--- src/nxe_pkg.sv ---
// Constants, opcode patterns and enumerations shared by the exchange and xor datapath.
// Assumes a single core clock and a synchronous active-high reset in every user.
package nxe_pkg;

	// ----------------------------------------------------------------
	// Opcode patterns
	// ----------------------------------------------------------------
	localparam logic [7:0] OPC_SBW_IMM = 8'h94;
	localparam logic [7:0] OPC_SWAP = 8'hc4;
	localparam logic [7:0] OPC_EXB_REG = 8'hc8;
	localparam logic [7:0] OPC_EXB_DIR = 8'hc5;
	localparam logic [7:0] OPC_EXB_IND = 8'hc6;
	localparam logic [7:0] OPC_EXD = 8'hd6;
	localparam logic [7:0] OPC_XOR_REG = 8'h68;
	localparam logic [7:0] OPC_XOR_DIR = 8'h65;
	localparam logic [7:0] OPC_XOR_IND = 8'h66;
	localparam logic [7:0] OPC_XOR_IMM = 8'h64;
	localparam logic [7:0] OPC_XOR_DA = 8'h62;
	localparam logic [7:0] OPC_XOR_DI = 8'h63;

	// ----------------------------------------------------------------
	// Memory map and reset values
	// ----------------------------------------------------------------
	localparam int RAM_AW = 8;
	localparam int DATA_W = 8;
	localparam logic [7:0] PORT_ADDR = 8'h90;
	localparam logic [7:0] ACC_RST = 8'h00;
	localparam logic [7:0] PORT_RST = 8'hff;

	// Instruction kinds after decode
	typedef enum logic [3:0] {
		K_SBW_IMM, K_SWAP, K_EXB_REG, K_EXB_DIR, K_EXB_IND, K_EXD,
		K_XOR_REG, K_XOR_DIR, K_XOR_IND, K_XOR_IMM, K_XOR_DA, K_XOR_DI, K_BAD
	} nxe_kind_e;

	// Sequencer states
	typedef enum logic [1:0] {
		ST_IDLE, ST_PTR, ST_EXEC, ST_FIN
	} nxe_state_e;

endpackage

--- src/nxe_ram.sv ---
// Internal data memory: one synchronous read port with registered data, one write port.
// Assumes the caller never needs read-during-write forwarding on the same address.
`timescale 1ns/1ns
module nxe_ram #(
	parameter int AW = nxe_pkg::RAM_AW,
	parameter int DW = nxe_pkg::DATA_W
) (
	input wire logic clk,
	input wire logic rst,
	input wire logic rd_en,
	input wire logic [AW-1:0] raddr,
	output logic [DW-1:0] rdata,
	input wire logic we,
	input wire logic [AW-1:0] waddr,
	input wire logic [DW-1:0] wdata
);

	// ----------------------------------------------------------------
	// Storage
	// ----------------------------------------------------------------
	logic [DW-1:0] mem [0:(1<<AW)-1];

	// Array carries no reset so it maps to plain RAM cells
	always_ff @(posedge clk) begin
		if (we) begin
			mem[waddr] <= wdata;
		end
	end

	// Read data held in a register until the next read
	always_ff @(posedge clk) begin
		if (rst) begin
			rdata <= '0;
		end else if (rd_en) begin
			rdata <= mem[raddr];
		end
	end

endmodule

--- src/nxe_exec.sv ---
// Execution datapath for borrow subtract, nibble swap, exchanges and exclusive-OR.
// Assumes the fetch logic presents opcode and following bytes together with a start pulse.
// What this block does
// - Immediate borrow subtract, two bytes, one cycle: acc gets acc minus carry minus data.
// - Borrow subtract sets carry, aux carry on bit 3 borrow, overflow on bit 6/7 mismatch.
// - Nibble swap exchanges accumulator halves, one byte, one cycle, flags untouched.
// - Byte exchange loads acc from operand and writes old acc back to it.
// - Register byte exchange opcode low three bits pick one of eight bank registers.
// - Digit exchange swaps low nibbles of acc and indirect RAM byte, flags untouched.
// - Exclusive-OR stores result in destination, no flags change, six operand combinations.
// - Exclusive-OR into an output port reads the output latch; the direct-source form reads the pins.
// - Direct-destination exclusive-OR complements bits by constant or accumulator mask.
// - Register exclusive-OR opcode low three bits pick bank register combined into acc.
// - Direct-source exclusive-OR is two bytes and XORs addressed byte into acc.
`timescale 1ns/1ns
module nxe_exec #(
	parameter logic [7:0] PORT_ADDR = nxe_pkg::PORT_ADDR
) (
	input wire logic clk,
	input wire logic rst,
	input wire logic start,
	input wire logic [7:0] opcode,
	input wire logic [7:0] operand1,
	input wire logic [7:0] operand2,
	input wire logic ld_en,
	input wire logic [7:0] ld_acc,
	input wire logic ld_carry,
	input wire logic [7:0] port_pins,
	output logic busy,
	output logic done,
	output logic illegal,
	output logic [7:0] acc,
	output logic carry,
	output logic aux_carry_flag,
	output logic overflow_flag,
	output logic [7:0] port_out,
	output logic [1:0] instr_bytes,
	output logic [1:0] instr_cycles
);

	// ----------------------------------------------------------------
	// Decode helpers
	// ----------------------------------------------------------------
	function automatic nxe_pkg::nxe_kind_e decode_kind(input logic [7:0] op);
		nxe_pkg::nxe_kind_e k;
		k = nxe_pkg::K_BAD;
		if (op == nxe_pkg::OPC_SBW_IMM) k = nxe_pkg::K_SBW_IMM;
		else if (op == nxe_pkg::OPC_SWAP) k = nxe_pkg::K_SWAP;
		else if (op[7:3] == nxe_pkg::OPC_EXB_REG[7:3]) k = nxe_pkg::K_EXB_REG;
		else if (op == nxe_pkg::OPC_EXB_DIR) k = nxe_pkg::K_EXB_DIR;
		else if (op[7:1] == nxe_pkg::OPC_EXB_IND[7:1]) k = nxe_pkg::K_EXB_IND;
		else if (op[7:1] == nxe_pkg::OPC_EXD[7:1]) k = nxe_pkg::K_EXD;
		else if (op[7:3] == nxe_pkg::OPC_XOR_REG[7:3]) k = nxe_pkg::K_XOR_REG;
		else if (op == nxe_pkg::OPC_XOR_DIR) k = nxe_pkg::K_XOR_DIR;
		else if (op[7:1] == nxe_pkg::OPC_XOR_IND[7:1]) k = nxe_pkg::K_XOR_IND;
		else if (op == nxe_pkg::OPC_XOR_IMM) k = nxe_pkg::K_XOR_IMM;
		else if (op == nxe_pkg::OPC_XOR_DA) k = nxe_pkg::K_XOR_DA;
		else if (op == nxe_pkg::OPC_XOR_DI) k = nxe_pkg::K_XOR_DI;
		return k;
	endfunction

	// Bytes in high pair, machine cycles in low pair
	function automatic logic [3:0] form_len(input nxe_pkg::nxe_kind_e k);
		logic [3:0] r;
		r = 4'h5;
		case (k)
			nxe_pkg::K_SBW_IMM, nxe_pkg::K_EXB_DIR, nxe_pkg::K_XOR_DIR,
			nxe_pkg::K_XOR_IMM, nxe_pkg::K_XOR_DA: r = 4'h9;
			nxe_pkg::K_XOR_DI: r = 4'he;
			nxe_pkg::K_BAD: r = 4'h0;
			default: r = 4'h5;
		endcase
		return r;
	endfunction

	// Result and flags of acc - b - c, packed as carry, aux, overflow, result
	function automatic logic [10:0] sbw_calc(input logic [7:0] a, input logic [7:0] b, input logic c);
		logic [8:0] full;
		logic [4:0] low4;
		logic [7:0] low7;
		full = {1'b0, a} - {1'b0, b} - {8'h00, c};
		low4 = {1'b0, a[3:0]} - {1'b0, b[3:0]} - {4'h0, c};
		low7 = {1'b0, a[6:0]} - {1'b0, b[6:0]} - {7'h00, c};
		return {full[8], low4[4], low7[7] ^ full[8], full[7:0]};
	endfunction

	// ----------------------------------------------------------------
	// State and latched instruction fields
	// ----------------------------------------------------------------
	nxe_pkg::nxe_state_e st;
	nxe_pkg::nxe_state_e next_st;
	nxe_pkg::nxe_kind_e kind;
	logic [7:0] ea;
	logic [7:0] imm1;
	logic [7:0] imm2;
	logic illegal_op;
	logic [7:0] mem_rdata;

	// Decode of the incoming opcode
	nxe_pkg::nxe_kind_e new_kind;
	logic new_ind;
	logic new_reg;
	logic new_mem;
	logic [7:0] idle_addr;
	logic take;
	assign new_kind = decode_kind(opcode);
	assign new_ind = new_kind == nxe_pkg::K_EXB_IND || new_kind == nxe_pkg::K_EXD
		|| new_kind == nxe_pkg::K_XOR_IND;
	assign new_reg = new_kind == nxe_pkg::K_EXB_REG || new_kind == nxe_pkg::K_XOR_REG;
	assign new_mem = !(new_kind == nxe_pkg::K_SBW_IMM || new_kind == nxe_pkg::K_SWAP
		|| new_kind == nxe_pkg::K_XOR_IMM || new_kind == nxe_pkg::K_BAD);
	assign take = start && st == nxe_pkg::ST_IDLE;
	// Bank register, pointer register or direct address for the first read
	assign idle_addr = new_reg ? {5'h00, opcode[2:0]}
		: new_ind ? {7'h00, opcode[0]}
		: operand1;

	// ----------------------------------------------------------------
	// Operand routing
	// ----------------------------------------------------------------
	logic is_dir;
	logic to_port;
	logic rmw;
	logic writes_mem;
	logic [7:0] mem_raddr;
	logic mem_rd_en;
	logic [7:0] opnd;
	logic [10:0] sub_res;
	assign is_dir = kind == nxe_pkg::K_EXB_DIR || kind == nxe_pkg::K_XOR_DIR
		|| kind == nxe_pkg::K_XOR_DA || kind == nxe_pkg::K_XOR_DI;
	assign to_port = is_dir && ea == PORT_ADDR;
	// Read-modify-write forms take the port latch; plain reads see the pins
	assign rmw = kind == nxe_pkg::K_XOR_DA || kind == nxe_pkg::K_XOR_DI;
	assign writes_mem = rmw || kind == nxe_pkg::K_EXB_REG || kind == nxe_pkg::K_EXB_DIR
		|| kind == nxe_pkg::K_EXB_IND || kind == nxe_pkg::K_EXD;
	// Second read uses the pointer just returned by the RAM
	assign mem_raddr = st == nxe_pkg::ST_PTR ? mem_rdata : idle_addr;
	assign mem_rd_en = (take && new_mem) || st == nxe_pkg::ST_PTR;
	assign opnd = (kind == nxe_pkg::K_SBW_IMM || kind == nxe_pkg::K_XOR_IMM) ? imm1
		: !to_port ? mem_rdata
		: rmw ? port_out : port_pins;
	assign sub_res = sbw_calc(acc, opnd, carry);

	// Result values written in the execute state
	logic [7:0] next_acc;
	logic [7:0] wr_data;
	logic exec_we;
	logic mem_we;
	logic port_we;
	always_comb begin
		next_acc = acc;
		wr_data = acc;
		case (kind)
			nxe_pkg::K_SBW_IMM: next_acc = sub_res[7:0];
			nxe_pkg::K_SWAP: next_acc = {acc[3:0], acc[7:4]};
			nxe_pkg::K_EXB_REG, nxe_pkg::K_EXB_DIR, nxe_pkg::K_EXB_IND: next_acc = opnd;
			nxe_pkg::K_EXD: begin
				next_acc = {acc[7:4], opnd[3:0]};
				wr_data = {opnd[7:4], acc[3:0]};
			end
			nxe_pkg::K_XOR_REG, nxe_pkg::K_XOR_DIR, nxe_pkg::K_XOR_IND,
			nxe_pkg::K_XOR_IMM: next_acc = acc ^ opnd;
			nxe_pkg::K_XOR_DA: wr_data = opnd ^ acc;
			nxe_pkg::K_XOR_DI: wr_data = opnd ^ imm2;
			default: next_acc = acc;
		endcase
	end
	assign exec_we = st == nxe_pkg::ST_EXEC && writes_mem;
	assign mem_we = exec_we && !to_port;
	assign port_we = exec_we && to_port;

	nxe_ram u_ram (
		.clk(clk),
		.rst(rst),
		.rd_en(mem_rd_en),
		.raddr(mem_raddr),
		.rdata(mem_rdata),
		.we(mem_we),
		.waddr(ea),
		.wdata(wr_data)
	);

	// ----------------------------------------------------------------
	// Sequencer
	// ----------------------------------------------------------------
	always_comb begin
		next_st = st;
		case (st)
			nxe_pkg::ST_IDLE: if (start) next_st = new_kind == nxe_pkg::K_BAD ? nxe_pkg::ST_FIN
				: new_ind ? nxe_pkg::ST_PTR : nxe_pkg::ST_EXEC;
			nxe_pkg::ST_PTR: next_st = nxe_pkg::ST_EXEC;
			nxe_pkg::ST_EXEC: next_st = nxe_pkg::ST_FIN;
			nxe_pkg::ST_FIN: next_st = nxe_pkg::ST_IDLE;
			default: next_st = nxe_pkg::ST_IDLE;
		endcase
	end
	assign busy = st != nxe_pkg::ST_IDLE;
	assign done = st == nxe_pkg::ST_FIN;
	assign illegal = done && illegal_op;

	always_ff @(posedge clk) begin
		if (rst) begin
			st <= nxe_pkg::ST_IDLE;
		end else begin
			st <= next_st;
		end
	end

	// Instruction fields captured on the start cycle; pointer resolves the address later
	always_ff @(posedge clk) begin
		if (rst) begin
			kind <= nxe_pkg::K_BAD;
			ea <= 8'h00;
			imm1 <= 8'h00;
			imm2 <= 8'h00;
			illegal_op <= 1'b0;
			{instr_bytes, instr_cycles} <= 4'h0;
		end else if (take) begin
			kind <= new_kind;
			ea <= idle_addr;
			imm1 <= operand1;
			imm2 <= operand2;
			illegal_op <= new_kind == nxe_pkg::K_BAD;
			{instr_bytes, instr_cycles} <= form_len(new_kind);
		end else if (st == nxe_pkg::ST_PTR) begin
			ea <= mem_rdata;
		end
	end

	// Architectural state; borrow subtract sets all three flags, the idle load sets carry only
	always_ff @(posedge clk) begin
		if (rst) begin
			acc <= nxe_pkg::ACC_RST;
			{carry, aux_carry_flag, overflow_flag} <= 3'h0;
		end else if (st == nxe_pkg::ST_EXEC) begin
			acc <= next_acc;
			if (kind == nxe_pkg::K_SBW_IMM) begin
				{carry, aux_carry_flag, overflow_flag} <= sub_res[10:8];
			end
		end else if (ld_en && st == nxe_pkg::ST_IDLE) begin
			acc <= ld_acc;
			carry <= ld_carry;
		end
	end

	// Output port latch
	always_ff @(posedge clk) begin
		if (rst) begin
			port_out <= nxe_pkg::PORT_RST;
		end else if (port_we) begin
			port_out <= wr_data;
		end
	end
endmodule

--- config.mk ---
export PLATFORM = sky130hd
export DESIGN_NAME = nxe_exec
export DESIGN_NICKNAME = d
export VERILOG_FILES = /design/src/nxe_pkg.sv /design/src/nxe_ram.sv /design/src/nxe_exec.sv
export SDC_FILE = /design/constraint.sdc
export NUM_CORES = 2
export LEC_CHECK = 0
export BUFFER_PORTS_ARGS = -buffer_cell sky130_fd_sc_hd__buf_2
export CAP_MARGIN = 20
export CORE_ASPECT_RATIO = 0.75
export CORE_MARGIN = 2
export CORE_UTILIZATION = 36
export CTS_BUF_LIST = sky130_fd_sc_hd__clkbuf_8
export CTS_CLUSTER_DIAMETER = 150
export DETAILED_ROUTE_END_ITERATION = 16
export GPL_TIMING_DRIVEN = 1
export PLACE_DENSITY = 0.61
export SLEW_MARGIN = 20
export SYNTH_ARGS = -nofsm -noshare
export SYNTH_HDL_FRONTEND = slang
export SYNTH_HIERARCHICAL = 1
export SYNTH_SLANG_ARGS = --single-unit
--- constraint.sdc ---
create_clock -name clk -period 31 [get_ports clk]
set_input_delay 4.65 -clock clk [delete_from_list [all_inputs] [get_ports clk]]
set_output_delay 4.65 -clock clk [all_outputs]
set_load 0.05 [all_outputs]
; Yosys cells after proc, flatten, opt, wreduce, memory -nomap -nowiden
; Memory sizes are Yosys's and may differ from the RTL's. A register that Yosys moved wholly into a read port is not among the register bits.
; Index checks and enable logic that the tools add are counted.
[classes]
muxes = 34
eq_ne = 44
n_mul = 0
n_bitwise = 3
n_shift = 0
n_addsub = 6
reduce_logical = 39
n_lt_le_gt_ge = 0
n_div = 0
[op_table]
columns = operator, n
row1 = 8-bit two-way mux, 10
row2 = 8-bit case mux with 5 select lines, 1
row3 = 4-bit equality test (second input constant), 9
row4 = 4-bit by 3-bit equality test with 1-bit output (second input constant), 8
row5 = 8-bit by 7-bit equality test with 1-bit output (second input constant), 4
row6 = 8-bit equality test (second input constant), 4
row7 = 4-bit two-way mux, 8
row8 = 8-bit case mux with 3 select lines, 1
row9 = 4-bit by 2-bit equality test with 1-bit output (second input constant), 4
row10 = 1-bit logical OR, 16
row11 = 8-bit XOR, 2
row12 = 7-bit equality test (second input constant), 2
row13 = 3-bit two-way mux, 4
row14 = 4-bit case mux with 3 select lines, 1
row15 = 8-bit by 8-bit subtractor with 9-bit output, 1
row16 = 9-bit by 1-bit subtractor with 9-bit output, 1
row17 = 4-bit by 1-bit equality test with 1-bit output (second input constant), 2
row18 = 1-bit logical AND, 8
row19 = 4-bit logical NOT, 2
row20 = 2-bit case mux with 4 select lines, 1
row21 = 7-bit by 7-bit subtractor with 8-bit output, 1
row22 = 8-bit by 1-bit subtractor with 8-bit output, 1
row23 = 7-bit by 6-bit equality test with 1-bit output (second input constant), 1
row24 = 2-bit two-way mux, 3
row25 = 20 further kinds, 31
[totals]
out_inout_bits = 26
input_bits = 45
ff_bits = 54
elab_cells = 141
latchBits = 0
ram_bits = 2048
n_memories = 1
romBits = 0
[memory_table]
columns = memory, depth, width, read_ports, rd_ports_with_merged_regs, wr, line_no
row1 = u_ram.mem, 256, 8, 1, 1, 1, nxe_ram.sv:21  ; logic [DW-1:0] mem [0:(1<<AW)-1];

; Longest topological paths before layout
[logic_depth]
word_depth = 20
mapped_depth = 21
depth_no_buf = 15

; Hierarchy
; The synthesis kept the hierarchy.
[by_module_without_submodules]
columns = mod, area_per_inst_um2, instances, cells_each, seq_area_each_um2
row1 = nxe_ram, 80524.7, 1, 3938, 61659.1
row2 = nxe_exec, 4327.9, 1, 582, 1081.0

; Worst setup path after synthesis
; OpenSTA, ideal clock, no wires.
[synth_timing]
path_type = input to register
from = input port port_pins[2]
to = memory u_ram/mem[0][2] (netlist bit), data pin
arrival_time_ps = 15739
t_required_ps = 28813
cell_stages = 7
setup_time_ps = 2187
setup_slack_ps = 13074
cell_sequence = and2_0 a2111oi_0 o31ai_1 ha_1 nor2_1 a21oi_1 o21ai_0
[synth_via]
elab_chain_len = 5
elab_cells_between_ends = 6
cone_classes = mux (4) / bitwise (2)
[synth_lines]
columns = item, line_no
row1 = from (decl), nxe_exec.sv:28  ; input wire logic [7:0] port_pins,
row2 = 8-bit two-way mux *, nxe_exec.sv:141  ; : rmw ? port_out : port_pins;
row3 = 8-bit two-way mux *, nxe_exec.sv:140  ; : !to_port ? mem_rdata
row4 = 8-bit two-way mux *, nxe_exec.sv:139  ; assign opnd = (kind == nxe_pkg::K_SBW_IMM || kind == nxe_pkg::K_XOR_IMM) ? imm1
row5 = "8-bit XOR, on equally long branches", "nxe_exec.sv:164, nxe_exec.sv:163"
row6 = 8-bit case mux with 3 select lines *, nxe_exec.sv:153  ; case (kind)
row7 = net wr_data[2], nxe_exec.sv:146  ; logic [7:0] wr_data;
row8 = to (decl), nxe_ram.sv:21
; The timed path passes the listed nets; every way through them passes the cells marked *.

; Worst setup path in the final report
[layout_timing]
from = input port opcode[7]
to = register u_ram.rdata[1], read port of u_ram.mem
[layout_via]
elab_cells_between_ends = 45
cone_classes = eq/ne (20) / mux (15) / reduce/logical (10)
[layout_rtl]
columns = item, line_no
row1 = from (decl), nxe_exec.sv:22  ; input wire logic [7:0] opcode,
row2 = 8-bit by 7-bit equality test with 1-bit output, nxe_exec.sv:58  ; else if (op == nxe_pkg::OPC_XOR_DI) k = nxe_pkg::K_XOR_DI;
row3 = 3-bit two-way mux, nxe_exec.sv:58
row4 = 3-bit two-way mux, nxe_exec.sv:57  ; else if (op == nxe_pkg::OPC_XOR_DA) k = nxe_pkg::K_XOR_DA;
row5 = 3-bit two-way mux, nxe_exec.sv:56  ; else if (op == nxe_pkg::OPC_XOR_IMM) k = nxe_pkg::K_XOR_IMM;
row6 = 3-bit two-way mux, nxe_exec.sv:55  ; else if (op[7:1] == nxe_pkg::OPC_XOR_IND[7:1]) k = nxe_pkg::K_XOR_IND;
row7 = 4-bit two-way mux, nxe_exec.sv:54  ; else if (op == nxe_pkg::OPC_XOR_DIR) k = nxe_pkg::K_XOR_DIR;
row8 = 4-bit two-way mux, nxe_exec.sv:53  ; else if (op[7:3] == nxe_pkg::OPC_XOR_REG[7:3]) k = nxe_pkg::K_XOR_REG;
row9 = 4-bit two-way mux, nxe_exec.sv:52  ; else if (op[7:1] == nxe_pkg::OPC_EXD[7:1]) k = nxe_pkg::K_EXD;
row10 = [... 4 more ...], --
row11 = 4-bit two-way mux *, nxe_exec.sv:47  ; if (op == nxe_pkg::OPC_SBW_IMM) k = nxe_pkg::K_SBW_IMM;
row12 = 4-bit by 3-bit equality test with 1-bit output, nxe_exec.sv:107  ; assign new_ind = new_kind == nxe_pkg::K_EXB_IND || new_kind == nxe_pkg::K_EXD
row13 = 1-bit logical OR, nxe_exec.sv:107
row14 = 1-bit logical OR, nxe_exec.sv:108  ; || new_kind == nxe_pkg::K_XOR_IND;
row15 = 8-bit two-way mux, nxe_exec.sv:115  ; : new_ind ? {7'h00, opcode[0]}
row16 = 8-bit two-way mux *, nxe_exec.sv:114  ; assign idle_addr = new_reg ? {5'h00, opcode[2:0]}
row17 = 8-bit two-way mux *, nxe_exec.sv:137  ; assign mem_raddr = st == nxe_pkg::ST_PTR ? mem_rdata : idle_addr;
row18 = net mem_raddr[0], nxe_exec.sv:125  ; logic [7:0] mem_raddr;
row19 = to (decl), nxe_ram.sv:12  ; output logic [DW-1:0] rdata,
; Marked as above.
; A chain may end at the register's enable or synchronous reset.

==> metrics.cfg <==
[die]
ios=71
core_um2=235000
dieArea_um2=240000
rows=154
fp.dieW_um=565
fp.dieH_um=424
start_util_pct=36.2

[setup_path]
critPathKind=input port to flip-flop
required_ns=31.89
crit_slowest_cell=buf_4
reg2reg_slack_ns=23.45
cp_common_cell=buf_4
path_max_fanout=71
crit_start=opcode[7]
path_delay_family=buffers and inverters
path_cells=buf_2 -> nand2b_1 -> or4_1 -> o22ai_1 -> nand2_1 -> a21oi_2 -> mux2_2 -> mux2_8 -> buf_4 -> buf_4 -> buf_4 -> buf_4 -> mux4_2 -> and2_1 -> a211oi_1 -> a2111oi_0 -> nand3_1 -> nor3_1 -> a221o_1
arrival_ns=12.64
cp-end-kind=flip-flop
worst_path_largest_cell_delay_ns=0.77
timing.critical_path.buf_inv=5
cp-start-kind=input port
r2r-start=st[1]

[synthesis]
netlist_area_um2=84900
synthXorXnorAreaFrac_pct=0.155
synthMuxAreaShare_pct=14.2
yosys.cell_count.top_type=edfxtp_1
synth_sequential_area_ratio_pct=73.9
yosysTopAreaCell=edfxtp_1
synth_compound_area_share_pct=4.82
ys_types=85
yosysWarningCount=6
synth_edf_count=2048
synthAdderAreaFrac_pct=0.327
synth.avg_cell_area_um2=18.8
synthTopCellsByArea=edfxtp_1, mux4_2, mux2i_1
synth_top_family_by_area=multiplexers
synthSimpleGateAreaFrac_pct=4.09
synthDominantCellAreaShare_pct=72.5
ys_seq_elements=2110
async_flop_share_pct=0
syn_nets=4586
synth_flop_cell=edfxtp_1
synth_common_cells=edfxtp_1, mux4_2, nor2_1, mux2i_1, nand2_1
syn_inst=4520

[global_route]
grt_pass1_vias=45223
globalRouteOverflowTotal=0
track_usage_pct=20.6
grt_pass1_wl_um=351000
grt_max_degree=217
antenna_found_initial=17

[place]
gp_congestion=0.910
place_area_um2=88300
hpwl_um=156000
numPortBuffers=70
placed_cells_incl_taps=7528
preCtsSetupSlack_ns=18.37

[power_and_ir_drop]
ir_drop_v=0.0000649
finalPower_mw=7.77
powerDensity_nw_per_um2=82.7
p_leak_nw=30.3

[detailed_routing]
drt-initial-drc-count=7165
first_pass_iters=7
avgViaCountPerCell=5.87
vias=47439
wl_per_cell_um=31.1
drtAntennaViolNets=0
drc=0
wirelength_um=252000

[sta]
finalWorstSetupSlack_ns=19.25
rsz0062_at_grt=false
finalSetupViolCount=0
slew_viol_final=0
finClkSkew_ns=0.0900
fmax_mhz=85.1
whs_ns=0.455
hold_violations=0
fin_crit_ns=11.75
worstMarginPinSlew_ns=1.39
fin_crit_sh_pct=37.9
fin_setup_tns_ns=0
relSlewSlack_pct=7.64

[final_layout]
syn2layout_area_growth_pct=10.8
instances_no_fill=8076
fillerInstances=20957
drive_gt1_share_pct=19.6
postLayoutCellArea_um2=94000
seq_area_um2=62700
finish.utilization_pct=40.0
multi_input_area_um2=20300
final_nets=4795

[flow_run]
drv_cap=0

[cts]
cts_tree=built
clkSinkCount=2110
clk_pin_slew_worst_paths_ns=0.06
post_cts_buffers=0
cts_buffer_depth=4
clkLatencyLatePin_ns=0.97
cts_htree_levels=5
cts_buffers=315
hold_buffers=0
root_buffer=clkbuf_8
cts_resized=0

[min_path]
worstHoldStart=imm1[6]
min_path_type=flip-flop to flip-flop

[run_status]
outcome=completed

## tightest hold or removal path, delay by kind of cell (launching register included)
kind,cells,cell delay [ns]
simple gates,1,0.05
compound gates,1,0.05
flops,1,0.31
## flip-flops by register name (all words and copies together) (netlist names), 4 cells and up
register     cells
u_ram/mem     2048
acc              8
ea               8
imm1             8
imm2             8
port_out         8
u_ram/rdata      8
kind             4
## final cells by class
type	count	area share [%]
Sequential cell	2110	66.8
Multi-Input combinational cell	2093	21.6
Timing Repair Buffer	172	1.40
Clock inverter	215	1.18
Tap cell	3120	4.15
Inverter	37	0.150
Antenna cell	3	0.00799
Clock buffer	326	4.77
## placed cells by master, fill, tap and decap left out, types with 50 or more instances in the layout
master,Yosys,final
nand2_1,185,183
a21oi_1,100,100
mux4_2,353,353
dfxtp_1,62,62
nand3_1,61,52
mux2i_1,296,296
buf_2,47,71
nor2_1,339,335
inv_1,35,134
edfxtp_1,2048,2048
clkinv_1,1,69
buf_4,8,85
clkbuf_8,0,326
a22oi_1,50,50
o21ai_0,64,60
o22ai_1,101,101
## report_power, final
group          switching, mW  internal, mW
registers             0.0619          3.43
logic                   1.50         0.673
clock network           1.08          1.03
## cell families after synthesis
group,after synthesis
adder cells (fa/ha/maj),21
AND/OR/NAND/NOR,780
XOR/XNOR,15
multiplexers,697
AO/OA/AOI/OAI,580
buffers and inverters,317
flip-flops,2110
## layer usage
| layer | track usage, % | routed length, µm |
|---|---|---|
| met5 | 0 | 159 |
| met4 | 5.89 | 7180 |
| met3 | 7.82 | 35400 |
| met2 | 27.8 | 103000 |
| met1 | 30.6 | 106000 |
## final timing paths
check                   endpoint  cells past startpoint
hold / removal           imm1[6]                      2
hold reg to reg          imm1[6]                      2
setup / recovery  u_ram/rdata[1]                     19
setup reg to reg  u_ram/rdata[1]                     14
Power figures use the tool's default switching activity.
